## src/rtl/cmd_dev_map.svh

```systemverilog
`ifndef CMD_DEV_MAP_SVH
`define CMD_DEV_MAP_SVH

// ----------------------------------------------------------------------
// channel command codes
// ----------------------------------------------------------------------
`define QUEUE_LOCATION_CMD      8'h13
`define CLASSIC_FLAG_SETUP_CMD  8'h43
`define CHANGE_FLAG_SETUP_CMD   8'h53
`define TWO_STAGE_FLAG_SETUP_CMD 8'h73
`define FEATURE_READ_CMD        8'h12
`define FEATURE_WRITE_CMD       8'h11
`define CONFIG_WRITE_CMD        8'h22
`define CONFIG_READ_CMD_CODE    8'h02
`define STATUS_WRITE_CMD        8'h31
`define QUEUE_INFO_QUERY_CMD    8'h32
`define REVISION_SELECT_CMD     8'h83
`define STATUS_READ_CMD         8'h72

// ----------------------------------------------------------------------
// revisions
// ----------------------------------------------------------------------
`define REV_MAX                 16'h0002
`define REV_STATUS_READ         16'h0002
`define REV_LEGACY              16'h0000

// ----------------------------------------------------------------------
// payload sizes in bytes
// ----------------------------------------------------------------------
`define LEN_REVISION            16'h0004
`define LEN_QUEUE_QUERY         16'h0002
`define LEN_QUEUE_INFO_OUT      16'h0002
`define LEN_QUEUE_LOC           16'h0020
`define LEN_QUEUE_LOC_LEGACY    16'h0010
`define LEN_STATUS              16'h0001
`define LEN_FEATURE_BLOCK       16'h0005
`define LEN_FEATURE_WORD        16'h0004
`define LEN_FLAG_ADDR           16'h0008
`define LEN_TWO_STAGE           16'h0019
`define LEN_CONFIG_SPACE        16'h0040
`define LEN_NONE                16'h0000

`endif

```

## src/rtl/cmd_dev_pkg.sv

```systemverilog
package cmd_dev_pkg;

	// ------------------------------------------------------------------
	// command sequencer states, one-hot
	// ------------------------------------------------------------------
	typedef enum logic [4:0] {
		ST_IDLE = 5'h01,	// waiting for a command
		ST_RECV = 5'h02,	// collecting payload bytes
		ST_EXEC = 5'h04,	// acting on the collected block
		ST_SEND = 5'h08,	// returning answer bytes
		ST_DONE = 5'h10		// ending status for one cycle
	} seq_state_t;

endpackage

```

## src/rtl/payload_collector.sv

```systemverilog
`timescale 1ns/1ps
`include "cmd_dev_map.svh"

// ----------------------------------------------------------------------
// big-endian payload gatherer: newest byte lands in the low bits
// ----------------------------------------------------------------------
module payload_collector (
	// clock and reset
	input  wire logic         ref_clk_i,
	input  wire logic         rst_i,
	// byte stream
	input  wire logic         clear_i,
	input  wire logic         take_i,
	input  wire logic [7:0]   byte_i,
	// gathered block
	output logic      [255:0] block_o,
	output logic      [15:0]  count_o
);

	// shift register, 32 bytes covers the largest block
	always_ff @(posedge ref_clk_i) begin
		if (rst_i || clear_i) begin
			block_o <= '0;
		end else if (take_i) begin
			block_o <= {block_o[247:0], byte_i};
		end
	end

	// byte count; config writes can exceed the register depth
	always_ff @(posedge ref_clk_i) begin
		if (rst_i || clear_i) begin
			count_o <= 16'h0000;
		end else if (take_i) begin
			count_o <= count_o + 16'h0001;
		end
	end

endmodule

```

## src/rtl/channel_cmd_dev_setup.sv

```systemverilog
`timescale 1ns/1ps
`include "cmd_dev_map.svh"

// Rules for driver and device; this block covers the device side
// driver tries highest revision, steps down on reject
// driver selects revision before transport commands
// driver never reselects revision after success
// reject of revision select: abandon or legacy
// non-transitional rejects commands before revision select
// transitional assumes legacy revision 0, rejects rest
// queue query returns max buffers for index
// queue location block parsed, reserved word ignored
// legacy or revision 0 uses legacy block
// refused status write keeps status, rejects
// driver keeps old status after reject
// status read returns status from revision 2
// driver reads status only from revision 2
// feature block five bytes, little-endian word, index
// feature read offers bits, write accepts bits
// config commands move whole configuration space
// classic setup rejected after two-stage setup
// two-stage setup rejected after classic setup
// classic setup carries 64-bit indicator address
// change indicators classic, 64-bit address given
// two-stage block 25 bytes incl. subclass
// one flag per queue, MSB-first bit numbering
// unimplemented commands get command reject
// commands outside selected revision get reject

module channel_cmd_dev_setup
	import cmd_dev_pkg::*;
(
	// clock and reset
	input  wire logic        ref_clk_i,
	input  wire logic        rst_i,
	// device straps and state from the device core
	input  wire logic        transitional_i,
	input  wire logic        sch_enable_i,
	input  wire logic        status_accept_i,
	input  wire logic [15:0] qmax_i,
	input  wire logic [31:0] feat_offer_i,
	input  wire logic [7:0]  cfg_rdata_i,
	input  wire logic [15:0] flag_queue_i,
	// command port
	input  wire logic        cmd_valid_i,
	input  wire logic [7:0]  cmd_code_i,
	output logic             cmd_ready_o,
	output logic             done_o,
	output logic             reject_o,
	// payload in
	input  wire logic        in_valid_i,
	input  wire logic [7:0]  in_byte_i,
	output logic             in_ready_o,
	// answer out
	output logic             out_valid_o,
	output logic [7:0]       out_byte_o,
	input  wire logic        out_ready_i,
	// revision and status
	output logic             rev_set_o,
	output logic             legacy_o,
	output logic [15:0]      rev_o,
	output logic [7:0]       dev_status_o,
	output logic [7:0]       status_candidate_o,
	// queue query and location
	output logic [15:0]      qmax_index_o,
	output logic             vq_set_o,
	output logic             vq_legacy_o,
	output logic [15:0]      vq_index_o,
	output logic [15:0]      vq_num_o,
	output logic [63:0]      vq_desc_o,
	output logic [63:0]      vq_avail_o,
	output logic [63:0]      vq_used_o,
	output logic [31:0]      vq_align_o,
	// features
	output logic [7:0]       feat_index_o,
	output logic             feat_wr_o,
	output logic [31:0]      feat_wr_word_o,
	output logic [7:0]       feat_wr_index_o,
	// configuration space
	output logic [15:0]      cfg_rd_addr_o,
	output logic             cfg_wr_o,
	output logic [15:0]      cfg_wr_addr_o,
	output logic [7:0]       cfg_wdata_o,
	// indicators
	output logic             classic_flag_valid_o,
	output logic [63:0]      classic_flag_addr_o,
	output logic             change_flag_valid_o,
	output logic [63:0]      change_flag_addr_o,
	output logic             two_stage_valid_o,
	output logic [63:0]      two_stage_summary_addr_o,
	output logic [63:0]      two_stage_area_addr_o,
	output logic [63:0]      first_flag_position_o,
	output logic [7:0]       two_stage_isc_o,
	output logic [63:0]      flag_byte_addr_o,
	output logic [7:0]       flag_bit_mask_o
);

	// ------------------------------------------------------------------
	// functions
	// ------------------------------------------------------------------

	// byte holding a queue's flag; bit 0 is the msb of byte 0
	function automatic logic [63:0] flag_byte(input logic [63:0] area,
	                                           input logic [63:0] first,
	                                           input logic [15:0] queue);
		logic [63:0] pos;
		pos = first + {48'h0000_0000_0000, queue};
		flag_byte = area + {3'h0, pos[63:3]};
	endfunction

	// mask within that byte, msb-first numbering
	function automatic logic [7:0] flag_mask(input logic [63:0] first,
	                                          input logic [15:0] queue);
		logic [63:0] pos;
		pos = first + {48'h0000_0000_0000, queue};
		flag_mask = 8'h80 >> pos[2:0];
	endfunction

	// ------------------------------------------------------------------
	// state and storage
	// ------------------------------------------------------------------
	seq_state_t   state;            // sequencer state
	logic [7:0]   cmd_q;            // command being served
	logic         rej;              // current command is refused
	logic [15:0]  in_need;          // payload bytes expected
	logic [15:0]  out_need;         // answer bytes owed
	logic [15:0]  send_cnt;         // answer bytes still to go
	logic [31:0]  send_word;        // short answers, msb byte first
	logic         sch_en_q;         // enable level, previous cycle
	logic [255:0] blk;              // gathered payload
	logic [15:0]  got;              // payload bytes taken

	// ------------------------------------------------------------------
	// command decode
	// ------------------------------------------------------------------
	// in idle the incoming code is decoded, afterwards the stored one
	wire [7:0] code      = (state == ST_IDLE) ? cmd_code_i : cmd_q;
	wire is_rev          = (code == `REVISION_SELECT_CMD);
	wire is_qinfo        = (code == `QUEUE_INFO_QUERY_CMD);
	wire is_setvq        = (code == `QUEUE_LOCATION_CMD);
	wire is_wst          = (code == `STATUS_WRITE_CMD);
	wire is_rst          = (code == `STATUS_READ_CMD);
	wire is_rfeat        = (code == `FEATURE_READ_CMD);
	wire is_wfeat        = (code == `FEATURE_WRITE_CMD);
	wire is_rconf        = (code == `CONFIG_READ_CMD_CODE);
	wire is_wconf        = (code == `CONFIG_WRITE_CMD);
	wire is_ind          = (code == `CLASSIC_FLAG_SETUP_CMD);
	wire is_cind         = (code == `CHANGE_FLAG_SETUP_CMD);
	wire is_aind         = (code == `TWO_STAGE_FLAG_SETUP_CMD);
	wire transport       = is_qinfo | is_setvq | is_wst | is_rst | is_rfeat | is_wfeat
	                     | is_rconf | is_wconf | is_ind | is_cind | is_aind;
	wire known           = transport | is_rev;

	// a transitional device falls back to legacy on an early command
	wire need_legacy     = transport & ~rev_set_o & transitional_i;
	wire eff_set         = rev_set_o | need_legacy;
	wire eff_legacy      = legacy_o | need_legacy | (rev_o == `REV_LEGACY);
	wire rev_lt2         = need_legacy | (rev_o < `REV_STATUS_READ);

	// refusal that is known from the code alone
	wire rej_unknown     = ~known;
	wire rej_early       = transport & ~eff_set;
	wire rej_reselect    = is_rev & (rev_set_o | legacy_o);
	wire rej_rev_level   = is_rst & rev_lt2;
	wire rej_classic     = is_ind & two_stage_valid_o;
	wire rej_two_stage   = is_aind & classic_flag_valid_o;
	wire reject_now      = rej_unknown | rej_early | rej_reselect | rej_rev_level
	                     | rej_classic | rej_two_stage;

	// payload size in, depends on the queue block format
	wire [15:0] in_len   = is_rev   ? `LEN_REVISION :
	                       is_qinfo ? `LEN_QUEUE_QUERY :
	                       is_setvq ? (eff_legacy ? `LEN_QUEUE_LOC_LEGACY : `LEN_QUEUE_LOC) :
	                       is_wst   ? `LEN_STATUS :
	                       (is_rfeat | is_wfeat) ? `LEN_FEATURE_BLOCK :
	                       is_wconf ? `LEN_CONFIG_SPACE :
	                       (is_ind | is_cind) ? `LEN_FLAG_ADDR :
	                       is_aind  ? `LEN_TWO_STAGE : `LEN_NONE;

	// answer size out
	wire [15:0] out_len  = is_qinfo ? `LEN_QUEUE_INFO_OUT :
	                       is_rst   ? `LEN_STATUS :
	                       is_rfeat ? `LEN_FEATURE_WORD :
	                       is_rconf ? `LEN_CONFIG_SPACE : `LEN_NONE;

	// ------------------------------------------------------------------
	// field extraction from the gathered block
	// ------------------------------------------------------------------
	wire [15:0] rev_val  = blk[31:16];
	wire [15:0] rev_len  = blk[15:0];
	// length field must be zero for every supported revision
	wire rev_ok          = (rev_len == 16'h0000) && (rev_val <= `REV_MAX)
	                     && ((rev_val != `REV_LEGACY) || transitional_i);
	// little-endian feature word, then the window index
	wire [31:0] feat_le  = {blk[15:8], blk[23:16], blk[31:24], blk[39:32]};
	wire exec_fail       = (is_rev & ~rev_ok) | (is_wst & ~status_accept_i);

	// ------------------------------------------------------------------
	// handshakes
	// ------------------------------------------------------------------
	wire take            = in_valid_i & in_ready_o;
	wire out_free        = ~out_valid_o | out_ready_i;
	wire start           = (state == ST_IDLE) & cmd_valid_i;

	assign cmd_ready_o   = (state == ST_IDLE);
	assign in_ready_o    = (state == ST_RECV) & (got < in_need);
	assign done_o        = (state == ST_DONE);
	assign reject_o      = (state == ST_DONE) & rej;
	assign status_candidate_o = blk[7:0];
	assign qmax_index_o  = blk[15:0];
	assign feat_index_o  = blk[7:0];
	assign cfg_rd_addr_o = `LEN_CONFIG_SPACE - send_cnt;

	// ------------------------------------------------------------------
	// payload gatherer
	// ------------------------------------------------------------------
	payload_collector u_collect (
		.ref_clk_i (ref_clk_i),
		.rst_i     (rst_i),
		.clear_i   (start),
		.take_i    (take),
		.byte_i    (in_byte_i),
		.block_o   (blk),
		.count_o   (got)
	);

	// ------------------------------------------------------------------
	// sequencer
	// ------------------------------------------------------------------
	always_ff @(posedge ref_clk_i) begin
		if (rst_i) begin
			state <= ST_IDLE;
			rej   <= 1'b0;
		end else begin
			case (state)
				ST_IDLE: begin
					rej <= 1'b0;
					if (cmd_valid_i) begin
						if (reject_now) begin
							rej   <= 1'b1;
							state <= ST_DONE;
						end else if (in_len == `LEN_NONE) begin
							state <= ST_EXEC;
						end else begin
							state <= ST_RECV;
						end
					end
				end
				ST_RECV: begin
					if (got == in_need) begin
						state <= ST_EXEC;
					end
				end
				ST_EXEC: begin
					// failed actions leave stored state alone
					rej <= exec_fail;
					if (exec_fail || out_need == `LEN_NONE) begin
						state <= ST_DONE;
					end else begin
						state <= ST_SEND;
					end
				end
				ST_SEND: begin
					if (send_cnt == 16'h0000 && !out_valid_o) begin
						state <= ST_DONE;
					end
				end
				ST_DONE: begin
					state <= ST_IDLE;
				end
				default: begin
					state <= ST_IDLE;
				end
			endcase
		end
	end

	// ------------------------------------------------------------------
	// command latch and sizes
	// ------------------------------------------------------------------
	always_ff @(posedge ref_clk_i) begin
		if (rst_i) begin
			cmd_q    <= 8'h00;
			in_need  <= 16'h0000;
			out_need <= 16'h0000;
		end else if (start) begin
			cmd_q    <= cmd_code_i;
			in_need  <= in_len;
			out_need <= out_len;
		end
	end

	// ------------------------------------------------------------------
	// revision tracking; unset again on each subchannel enable
	// ------------------------------------------------------------------
	wire sch_rise = sch_enable_i & ~sch_en_q;

	always_ff @(posedge ref_clk_i) begin
		if (rst_i) begin
			sch_en_q  <= 1'b0;
			rev_set_o <= 1'b0;
			legacy_o  <= 1'b0;
			rev_o     <= 16'h0000;
		end else begin
			sch_en_q <= sch_enable_i;
			if (sch_rise) begin
				rev_set_o <= 1'b0;
				legacy_o  <= 1'b0;
				rev_o     <= 16'h0000;
			end
			if (start && need_legacy) begin
				// legacy driver assumed, revision 0 fixed
				rev_set_o <= 1'b1;
				legacy_o  <= 1'b1;
				rev_o     <= `REV_LEGACY;
			end else if (state == ST_EXEC && is_rev && rev_ok) begin
				rev_set_o <= 1'b1;
				rev_o     <= rev_val;
			end
		end
	end

	// ------------------------------------------------------------------
	// status; only an accepted write changes it
	// ------------------------------------------------------------------
	always_ff @(posedge ref_clk_i) begin
		if (rst_i) begin
			dev_status_o <= 8'h00;
		end else if (state == ST_EXEC && is_wst && status_accept_i) begin
			dev_status_o <= blk[7:0];
		end
	end

	// ------------------------------------------------------------------
	// queue location; reserved word never looked at
	// ------------------------------------------------------------------
	always_ff @(posedge ref_clk_i) begin
		if (rst_i) begin
			vq_set_o    <= 1'b0;
			vq_legacy_o <= 1'b0;
			vq_index_o  <= 16'h0000;
			vq_num_o    <= 16'h0000;
			vq_desc_o   <= '0;
			vq_avail_o  <= '0;
			vq_used_o   <= '0;
			vq_align_o  <= 32'h0000_0000;
		end else begin
			vq_set_o <= (state == ST_EXEC) & is_setvq;
			if (state == ST_EXEC && is_setvq && eff_legacy) begin
				vq_legacy_o <= 1'b1;
				vq_desc_o   <= blk[127:64];
				vq_align_o  <= blk[63:32];
				vq_index_o  <= blk[31:16];
				vq_num_o    <= blk[15:0];
				vq_avail_o  <= '0;
				vq_used_o   <= '0;
			end else if (state == ST_EXEC && is_setvq) begin
				vq_legacy_o <= 1'b0;
				vq_desc_o   <= blk[255:192];
				vq_index_o  <= blk[159:144];
				vq_num_o    <= blk[143:128];
				vq_avail_o  <= blk[127:64];
				vq_used_o   <= blk[63:0];
				vq_align_o  <= 32'h0000_0000;
			end
		end
	end

	// ------------------------------------------------------------------
	// feature and configuration writes
	// ------------------------------------------------------------------
	always_ff @(posedge ref_clk_i) begin
		if (rst_i) begin
			feat_wr_o       <= 1'b0;
			feat_wr_word_o  <= 32'h0000_0000;
			feat_wr_index_o <= 8'h00;
			cfg_wr_o        <= 1'b0;
			cfg_wr_addr_o   <= 16'h0000;
			cfg_wdata_o     <= 8'h00;
		end else begin
			feat_wr_o <= (state == ST_EXEC) & is_wfeat;
			if (state == ST_EXEC && is_wfeat) begin
				feat_wr_word_o  <= feat_le;
				feat_wr_index_o <= blk[7:0];
			end
			// config bytes go straight through, one per accepted byte
			cfg_wr_o <= take & is_wconf;
			if (take && is_wconf) begin
				cfg_wr_addr_o <= got;
				cfg_wdata_o   <= in_byte_i;
			end
		end
	end

	// ------------------------------------------------------------------
	// indicator setup; modes exclusive until subchannel re-enable
	// ------------------------------------------------------------------
	always_ff @(posedge ref_clk_i) begin
		if (rst_i) begin
			classic_flag_valid_o     <= 1'b0;
			classic_flag_addr_o      <= '0;
			change_flag_valid_o      <= 1'b0;
			change_flag_addr_o       <= '0;
			two_stage_valid_o        <= 1'b0;
			two_stage_summary_addr_o <= '0;
			two_stage_area_addr_o    <= '0;
			first_flag_position_o    <= '0;
			two_stage_isc_o          <= 8'h00;
		end else begin
			if (sch_rise) begin
				classic_flag_valid_o <= 1'b0;
				change_flag_valid_o  <= 1'b0;
				two_stage_valid_o    <= 1'b0;
			end
			if (state == ST_EXEC) begin
				if (is_ind) begin
					classic_flag_valid_o <= 1'b1;
					classic_flag_addr_o  <= blk[63:0];
				end
				if (is_cind) begin
					change_flag_valid_o <= 1'b1;
					change_flag_addr_o  <= blk[63:0];
				end
				if (is_aind) begin
					two_stage_valid_o        <= 1'b1;
					two_stage_summary_addr_o <= blk[199:136];
					two_stage_area_addr_o    <= blk[135:72];
					first_flag_position_o    <= blk[71:8];
					two_stage_isc_o          <= blk[7:0];
				end
			end
		end
	end

	// per-queue flag location for the notifier, registered
	always_ff @(posedge ref_clk_i) begin
		if (rst_i) begin
			flag_byte_addr_o <= '0;
			flag_bit_mask_o  <= 8'h00;
		end else begin
			flag_byte_addr_o <= flag_byte(two_stage_area_addr_o, first_flag_position_o,
			                              flag_queue_i);
			flag_bit_mask_o  <= flag_mask(first_flag_position_o, flag_queue_i);
		end
	end

	// ------------------------------------------------------------------
	// answer path
	// ------------------------------------------------------------------
	always_ff @(posedge ref_clk_i) begin
		if (rst_i) begin
			send_cnt    <= 16'h0000;
			send_word   <= 32'h0000_0000;
			out_valid_o <= 1'b0;
			out_byte_o  <= 8'h00;
		end else if (state == ST_EXEC) begin
			send_cnt <= exec_fail ? 16'h0000 : out_need;
			if (is_qinfo) begin
				send_word <= {qmax_i, 16'h0000};
			end else if (is_rst) begin
				send_word <= {dev_status_o, 24'h00_0000};
			end else begin
				// offered word goes out little-endian
				send_word <= {feat_offer_i[7:0], feat_offer_i[15:8],
				              feat_offer_i[23:16], feat_offer_i[31:24]};
			end
		end else if (state == ST_SEND && out_free && send_cnt != 16'h0000) begin
			out_valid_o <= 1'b1;
			send_cnt    <= send_cnt - 16'h0001;
			if (is_rconf) begin
				out_byte_o <= cfg_rdata_i;
			end else begin
				out_byte_o <= send_word[31:24];
				send_word  <= {send_word[23:0], 8'h00};
			end
		end else if (out_ready_i) begin
			out_valid_o <= 1'b0;
		end
	end

endmodule

```

## config.mk

```make
export PLATFORM = sky130hd
export DESIGN_NAME = channel_cmd_dev_setup
export DESIGN_NICKNAME = d
export VERILOG_FILES = /design/src/rtl/cmd_dev_pkg.sv /design/src/rtl/payload_collector.sv /design/src/rtl/channel_cmd_dev_setup.sv
export VERILOG_INCLUDE_DIRS = /design/src /design/src/rtl
export SDC_FILE = /design/constraint.sdc
export NUM_CORES = 2
export LEC_CHECK = 0
export BUFFER_PORTS_ARGS = -buffer_cell sky130_fd_sc_hd__clkbuf_2
export CORE_MARGIN = 4
export CORE_UTILIZATION = 30
export CTS_CLUSTER_SIZE = 8
export DETAILED_ROUTE_END_ITERATION = 16
export GPL_TIMING_DRIVEN = 0
export SYNTH_ARGS = -nofsm -noshare
export SYNTH_HDL_FRONTEND = slang
export SYNTH_HIERARCHICAL = 1
export SYNTH_SLANG_ARGS = --single-unit
```

## constraint.sdc

```tcl
create_clock -name ref_clk_i -period 5 [get_ports ref_clk_i]
set_input_delay 0.5 -clock ref_clk_i [delete_from_list [all_inputs] [get_ports ref_clk_i]]
set_output_delay 0.5 -clock ref_clk_i [all_outputs]
set_load 0.03 [all_outputs]
```

* Yosys cells after proc, flatten, opt, wreduce, memory -nomap -nowiden
Cells that the tools add are included.
Operators by class: equal/unequal tests 22, reduce and logical (&&, ||, !) cells 41, order comparisons 3, shifts and indexed selects 1, add/sub/neg operators 5, bitwise gates (word level) 50, multiplexer cells 60
Operators with widths (count):
- $mux W32 | 7
- $mux W16 | 9
- $mux W64 | 2
- $logic_not A16 Y1 | 5
- $mux W7 | 10
- $add A64 B16 Y64 | 1
- $add A64 B61 Y64 | 1
- $mux W5 | 7
- $eq A8 B7 Y1 const B | 4
- $reduce_bool A16 Y1 | 2
- $or A1 B1 Y1 | 25
- $eq A8 B5 Y1 const B | 3
- $eq A8 B6 Y1 const B | 3
- $pmux W5 S4 | 1
- $mux W1 | 19
- $and A1 B1 Y1 | 17
- $add A16 B1 Y16 const B | 1
- $eq A16 B16 Y1 | 1
- $le A16 B2 Y1 const B | 1
- $lt A16 B16 Y1 | 1
- $lt A16 B2 Y1 const B | 1
- $mux W8 | 2
- $sub A16 B1 Y16 const B | 1
- $sub A7 B16 Y16 const A | 1
- other kinds (22) | 57
Storage, ports and cells: word-level logic and storage cells 223, bits in registers 1129, output and inout port bits 814

* Logic depth before layout (Yosys ltp)
depth after elaboration 26, gate-level depth with buffers 23

* Cells and area by module
Netlist, hierarchy kept.
Modules (own cells, without submodules):
- channel_cmd_dev_setup | cells an instance 4606, instances 1, area an instance 35987.0 um2
- payload_collector | cells an instance 904, instances 1, area an instance 9610.5 um2

* Least setup slack after synthesis
No wires, ideal clock.
kind input to register, start point in flag_queue_i[0], end point reg flag_byte_addr_o[54], buffers on the path 1, required time 4.879 ns, slack -0.379 ns, arrival time 5.259 ns, cell stages on the path 21, setup time 0.121 ns, path through ha_1 fa_1 a21o_1 a21oi_1 o21bai_1 a2111oi_0 o31a_1 o21ai_0 a21oi_1 nor2_1 xor2_1 ha_1 clkbuf_1 a21o_1 a21o_1 a211o_1 o21a_1 o2111ai_1 and4_1 o21ba_2 mux2_2
Between the ends: cells in the longest elaborated chain, start to end 2
Ends and longest elaborated chain:
- start: declaration | RTL line channel_cmd_dev_setup.sv:43 | input wire logic [15:0] flag_queue_i,
- $add A64 B16 Y64
- $add A64 B61 Y64 | RTL line channel_cmd_dev_setup.sv:108 | flag_byte = area + {3'h0, pos[63:3]};
- end signal: assignment | RTL line channel_cmd_dev_setup.sv:441 | flag_byte_addr_o <= flag_byte(two_stage_area_addr_o, first_flag_position_o,
- end: declaration | RTL line channel_cmd_dev_setup.sv:94 | output logic [63:0] flag_byte_addr_o,
No other way between the ends. A chain may end at the register's enable or synchronous reset.

* Final worst setup path
start point reg first_flag_position_o[0], end point reg flag_byte_addr_o[51]
Between the ends: cells in the longest elaborated chain, start to end 2
Ends and longest elaborated chain:
- start: declaration | RTL line channel_cmd_dev_setup.sv:92 | output logic [63:0] first_flag_position_o,
- start signal: assignment | RTL line channel_cmd_dev_setup.sv:428 | first_flag_position_o <= blk[71:8];
- $add A64 B16 Y64
- $add A64 B61 Y64 | RTL line channel_cmd_dev_setup.sv:108
No other way between the ends.

==> run_results.csv <==
group,metric,value,unit
outcome,outcome,"finished, violations left",
outcome,violations,"max-capacitance violations, max-slew violations, negative setup slack",
min_path,min_from,"in_byte_i[5]",
place,routabilityCongestion,0.955,
synth,synth_compound_area_share,13.8,%
timing,finalCritPeriodShare,109,%
min_path,hold_path_end,"u_collect/block_o[5]$_SDFFE_PP0P_",
critical_path,cp.required,5.67,ns
clock_network,cts-root-buf,"clkbuf_16",
timing,fmax,184,MHz
grt,overflow,0,
place,dp.cells,8437,
clock_network,cts_tree,"built",
critical_path,cp_cell_sequence,"ha_4 > fa_2 > a21o_4 > a21oi_4 > o21bai_4 > a2111oi_4 > o31a_1 > buf_6 > o21ai_4 > nand2_2 > nor2_2 > xor2_1 > ha_1 > nand4_1 > nor3_2 > nand4_1 > o221ai_2 > o21ai_2 > buf_4 > a21oi_2 > a21oi_1 > o21bai_1 > mux2_2",
critical_path,timing.rr.start,"first_flag_position_o[0]$_SDFFE_PP0P_",
min_path,worstHoldPathType,"input pin to register",
final_layout,ff_latch_area,0.0222,sq mm
floorplanning,design.die.area,0.158,sq mm
synth,synth_ff_type,"dfxtp_1",
synth,synth_xor_area_share,2.71,%
floorplanning,io_pins,910,
critical_path,critPathCaptureType,"register",
timing,fin_hold_ws,0.0501,ns
critical_path,critPathTopFamily,"compound AO/OA/AOI/OAI gates",
critical_path,cp_num_buf_inv,2,
critical_path,path_class,"register to register",
drt,drc,0,
grt,grt_pass1_wl,329000,um
timing,setup_viol,24,
final_layout,multiInputGateArea,0.0229,sq mm
final_layout,stdcell_area,0.0596,sq mm
drt,wl_per_cell,27.7,um
place,dpl.hpwl,190000,um
floorplanning,die_w,398,um
final_layout,stdcell_count,8735,
drt,wl,242000,um
final_layout,drive_above_1_share,22.9,%
critical_path,startpoint_type,"register",
drt,vias,45883,
critical_path,r2r_slack,-0.43,ns
floorplanning,rows,142,
synth,synth.mux.area_fraction,6.73,%
critical_path,worstPathArrival,6.10,ns
synth,synth_seq_cells,1108,
place,placed_area,0.0528,sq mm
synth,async_reset_ff_share,0,%
min_path,min_delay_path_depth,3,
critical_path,critPathMaxFanout,4,
critical_path,reg2reg_depth,23,
power_and_ir_drop,power.leakage,22.8,nW
drt,antenna_left,0,
synth,synth-simple-area-share,21.5,%
drt,drtPass1Iterations,6,
clock_network,cts_inserted_buffers,159,
timing,clock_skew,0.0392,ns
synth,synth_top_family_by_area,"simple AND/OR/NAND/NOR gates",
grt,grt_pass1_vias,44116,
clock_network,clockBufferDepth,3,
grt,grtUsageTotal,29.2,%
final_layout,area_growth_syn_to_layout,30.8,%
timing,worstMarginPinSlew,1.54,ns
drt,drt_iter0_drc,3913,
floorplanning,coreArea,0.150,sq mm
final_layout,nNetsFinal,6871,
synth,syn_avg_cell_area,8.28,sq um
drt,via_per_inst,5.25,
critical_path,slowest_stage,"dfxtp_4",
place,port_buffers,909,
place,pre_cts_ws,-2.77,ns
clock_network,clk-insertion-delay-late,0.80,ns
power_and_ir_drop,powerDensity,333,mW/mm^2
synth,synth_cell_types,88,
critical_path,max_stage_delay,0.41,ns
clock_network,ctsHtreeMaxLevel,4,
synth,synth_edf_count,0,
timing,hold_violations,0,
synth,synth-adder-area-share,2.45,%
critical_path,r2r_end,"flag_byte_addr_o[51]$_SDFF_PP0_",
run,maxCapViolations,1,
synth,netlist_instances,5510,
clock_network,clock_sinks,1108,
synth,syn_nets,5694,
critical_path,worst_path_most_repeated_cell,"nand4_1",
final_layout,fill_cells,15379,
synth,yosysWarnings,6,
timing,grt_setup_unrepaired,"yes",
synth,synthesis.area,0.0456,sq mm
floorplanning,die_h,398,um
grt,antenna_found_initial,20,
power_and_ir_drop,ir_worst_vdd,0.311,mV
clock_network,clk_pin_slew_worst_paths,0.05,ns
floorplanning,initial_core_util,30.3,%
timing,slew_headroom,-2.73,%
synth,yosysSeqAreaShare,48.6,%
timing,period_needed,5.43,ns
timing,layout_setup_ws,-0.432,ns
power_and_ir_drop,total_power,0.0198,W
timing,maxSlewViolCount,11,
grt,grt_max_degree,17,
## per-stage QoR
step,TNS (ns),util [%]
6_report,-4.22,39.6
3_3_place_gp,-136.60,35.0
5_1_grt,-9.30,39.6
4_1_cts,-4.81,39.2
2_1_floorplan,0,-
3_5_place_dp,-98.44,35.1
## worst reg2reg max path: stages, from the launching register on
cell,delay (ns)
dfxtp_4,0.41
ha_4,0.21
fa_2,0.36
a21o_4,0.30
a21oi_4,0.23
o21bai_4,0.10
a2111oi_4,0.35
o31a_1,0.28
buf_6,0.15
o21ai_4,0.13
nand2_2,0.16
nor2_2,0.04
xor2_1,0.14
ha_1,0.35
nand4_1,0.17
nor3_2,0.23
nand4_1,0.27
o221ai_2,0.41
o21ai_2,0.13
buf_4,0.15
a21oi_2,0.19
a21oi_1,0.11
o21bai_1,0.14
mux2_2,0.34
## report_power, final
group	total, W	switching [W]	internal [W]
clock	0.00988	0.00407	0.00581
sequential	0.00893	0.0000404	0.00889
combinational	0.00104	0.000789	0.000249
## logic make-up after synthesis
group                    Yosys count
AND/OR/NAND/NOR                 2361
buffers and inverters            450
AO/OA/AOI/OAI                   1056
multiplexers                     306
adder cells (fa/ha/maj)           88
flip-flops                      1108
XOR/XNOR                         141
## worst max-delay path by stage
stage                                                      from                         endpoint  cells past startpoint
after floorplan                                 flag_queue_i[0]  flag_byte_addr_o[54]$_SDFF_PP0_                     21
after global placement    first_flag_position_o[1]$_SDFFE_PP0P_  flag_byte_addr_o[57]$_SDFF_PP0_                     21
after detailed placement  first_flag_position_o[1]$_SDFFE_PP0P_  flag_byte_addr_o[57]$_SDFF_PP0_                     21
after CTS                 first_flag_position_o[0]$_SDFFE_PP0P_  flag_byte_addr_o[59]$_SDFF_PP0_                     23
after global routing      first_flag_position_o[0]$_SDFFE_PP0P_  flag_byte_addr_o[51]$_SDFF_PP0_                     23
final                     first_flag_position_o[0]$_SDFFE_PP0P_  flag_byte_addr_o[51]$_SDFF_PP0_                     23
## cell type report
| type | instances | share of cell area [%] |
|---|---|---|
| Sequential cell | 1108 | 37.2 |
| Tap cell | 2016 | 4.23 |
| Clock inverter | 17 | 0.499 |
| Clock buffer | 171 | 6.87 |
| Multi-Input combinational cell | 3952 | 38.4 |
| Inverter | 42 | 0.264 |
| Timing Repair Buffer | 1044 | 9.74 |
| Buffer | 380 | 2.75 |
| Antenna cell | 5 | 0.0210 |
## Yosys cell counts (10+ instances only)
library cell  instances  area, sq um
a211oi_1             36          270
a21o_1               52          390
a21oi_1             675         3380
a221o_1              10          100
a22oi_1              10         75.1
a311oi_1            104          911
a31oi_1              11         68.8
and2_1               33          206
and3_1               26          163
buf_1                10         37.5
buf_2                83          415
buf_4                28          210
clkbuf_1            287         1080
dfxtp_1            1108        22200
ha_1                 86         1080
inv_1                40          150
mux2i_1             300         3000
nand2_1            1394         5230
nand2b_1             24          150
nand3_1              82          410
nand4_1              44          275
nor2_1              583         2190
nor2b_1              25          156
nor3_1               58          290
nor4_1               26          163
o21a_1               16          120
o21ai_0              60          300
o21bai_1             13         97.6
xnor2_1              92          806
xor2_1               49          429
## what timing repair did
item	4_1_cts	5_1_grt
setup buffers	68	33
gates resized for setup	223	95
endpoints found under the hold margin	41	0
hold buffers	37	0
endpoints found under the setup margin	56	46
pin swaps	93	82
## layer usage
| layer | GRT usage, % | up-vias | wire length [um] |
|---|---|---|---|
| met3 | 9.29 | 550 | 23500 |
| met4 | 17.3 | 12 | 16600 |
| met1 | 33.2 | 22266 | 89700 |
| li1 | - | 20892 | - |
| met5 | 0 | - | 75 |
| met2 | 47.9 | 2163 | 112000 |
## flip-flops by register name, indices dropped and copies added (netlist names), 16 cells and up
register,cells
flag_byte_addr_o,64
two_stage_summary_addr_o,64
send_word,32
change_flag_addr_o,64
feat_wr_word_o,32
vq_align_o,32
cfg_wr_addr_o,16
two_stage_area_addr_o,64
vq_num_o,16
classic_flag_addr_o,64
rev_o,16
send_cnt,16
vq_index_o,16
vq_avail_o,64
u_collect/count_o,16
u_collect/block_o,256
first_flag_position_o,64
vq_desc_o,64
vq_used_o,64
## placed cells by master (no fill, tap or decap), types with 14 or more instances in the layout
cell and n:
dfxtp_1 1105, and2_1 29, nor3_1 43, nor4_1 20, mux2i_1 300, nand4_1 44, o21a_1 14, nand2_1 1380
clkbuf_1 259, xnor2_1 75, buf_6 24, a21oi_1 636, inv_1 38, and3_1 23, nor2_1 573, clkbuf_16 161
a211oi_1 28, nand3_1 80, o21ai_0 38, xor2_1 44, a311oi_1 104, dlygate4sd3_1 37, ha_4 14, nand2b_1 23
buf_2 82, ha_1 60, clkbuf_2 916, a21oi_2 33, a21o_1 51, buf_4 97, xnor2_2 14, nor2b_1 23
No activity file was read; power rests on OpenSTA's default activity.
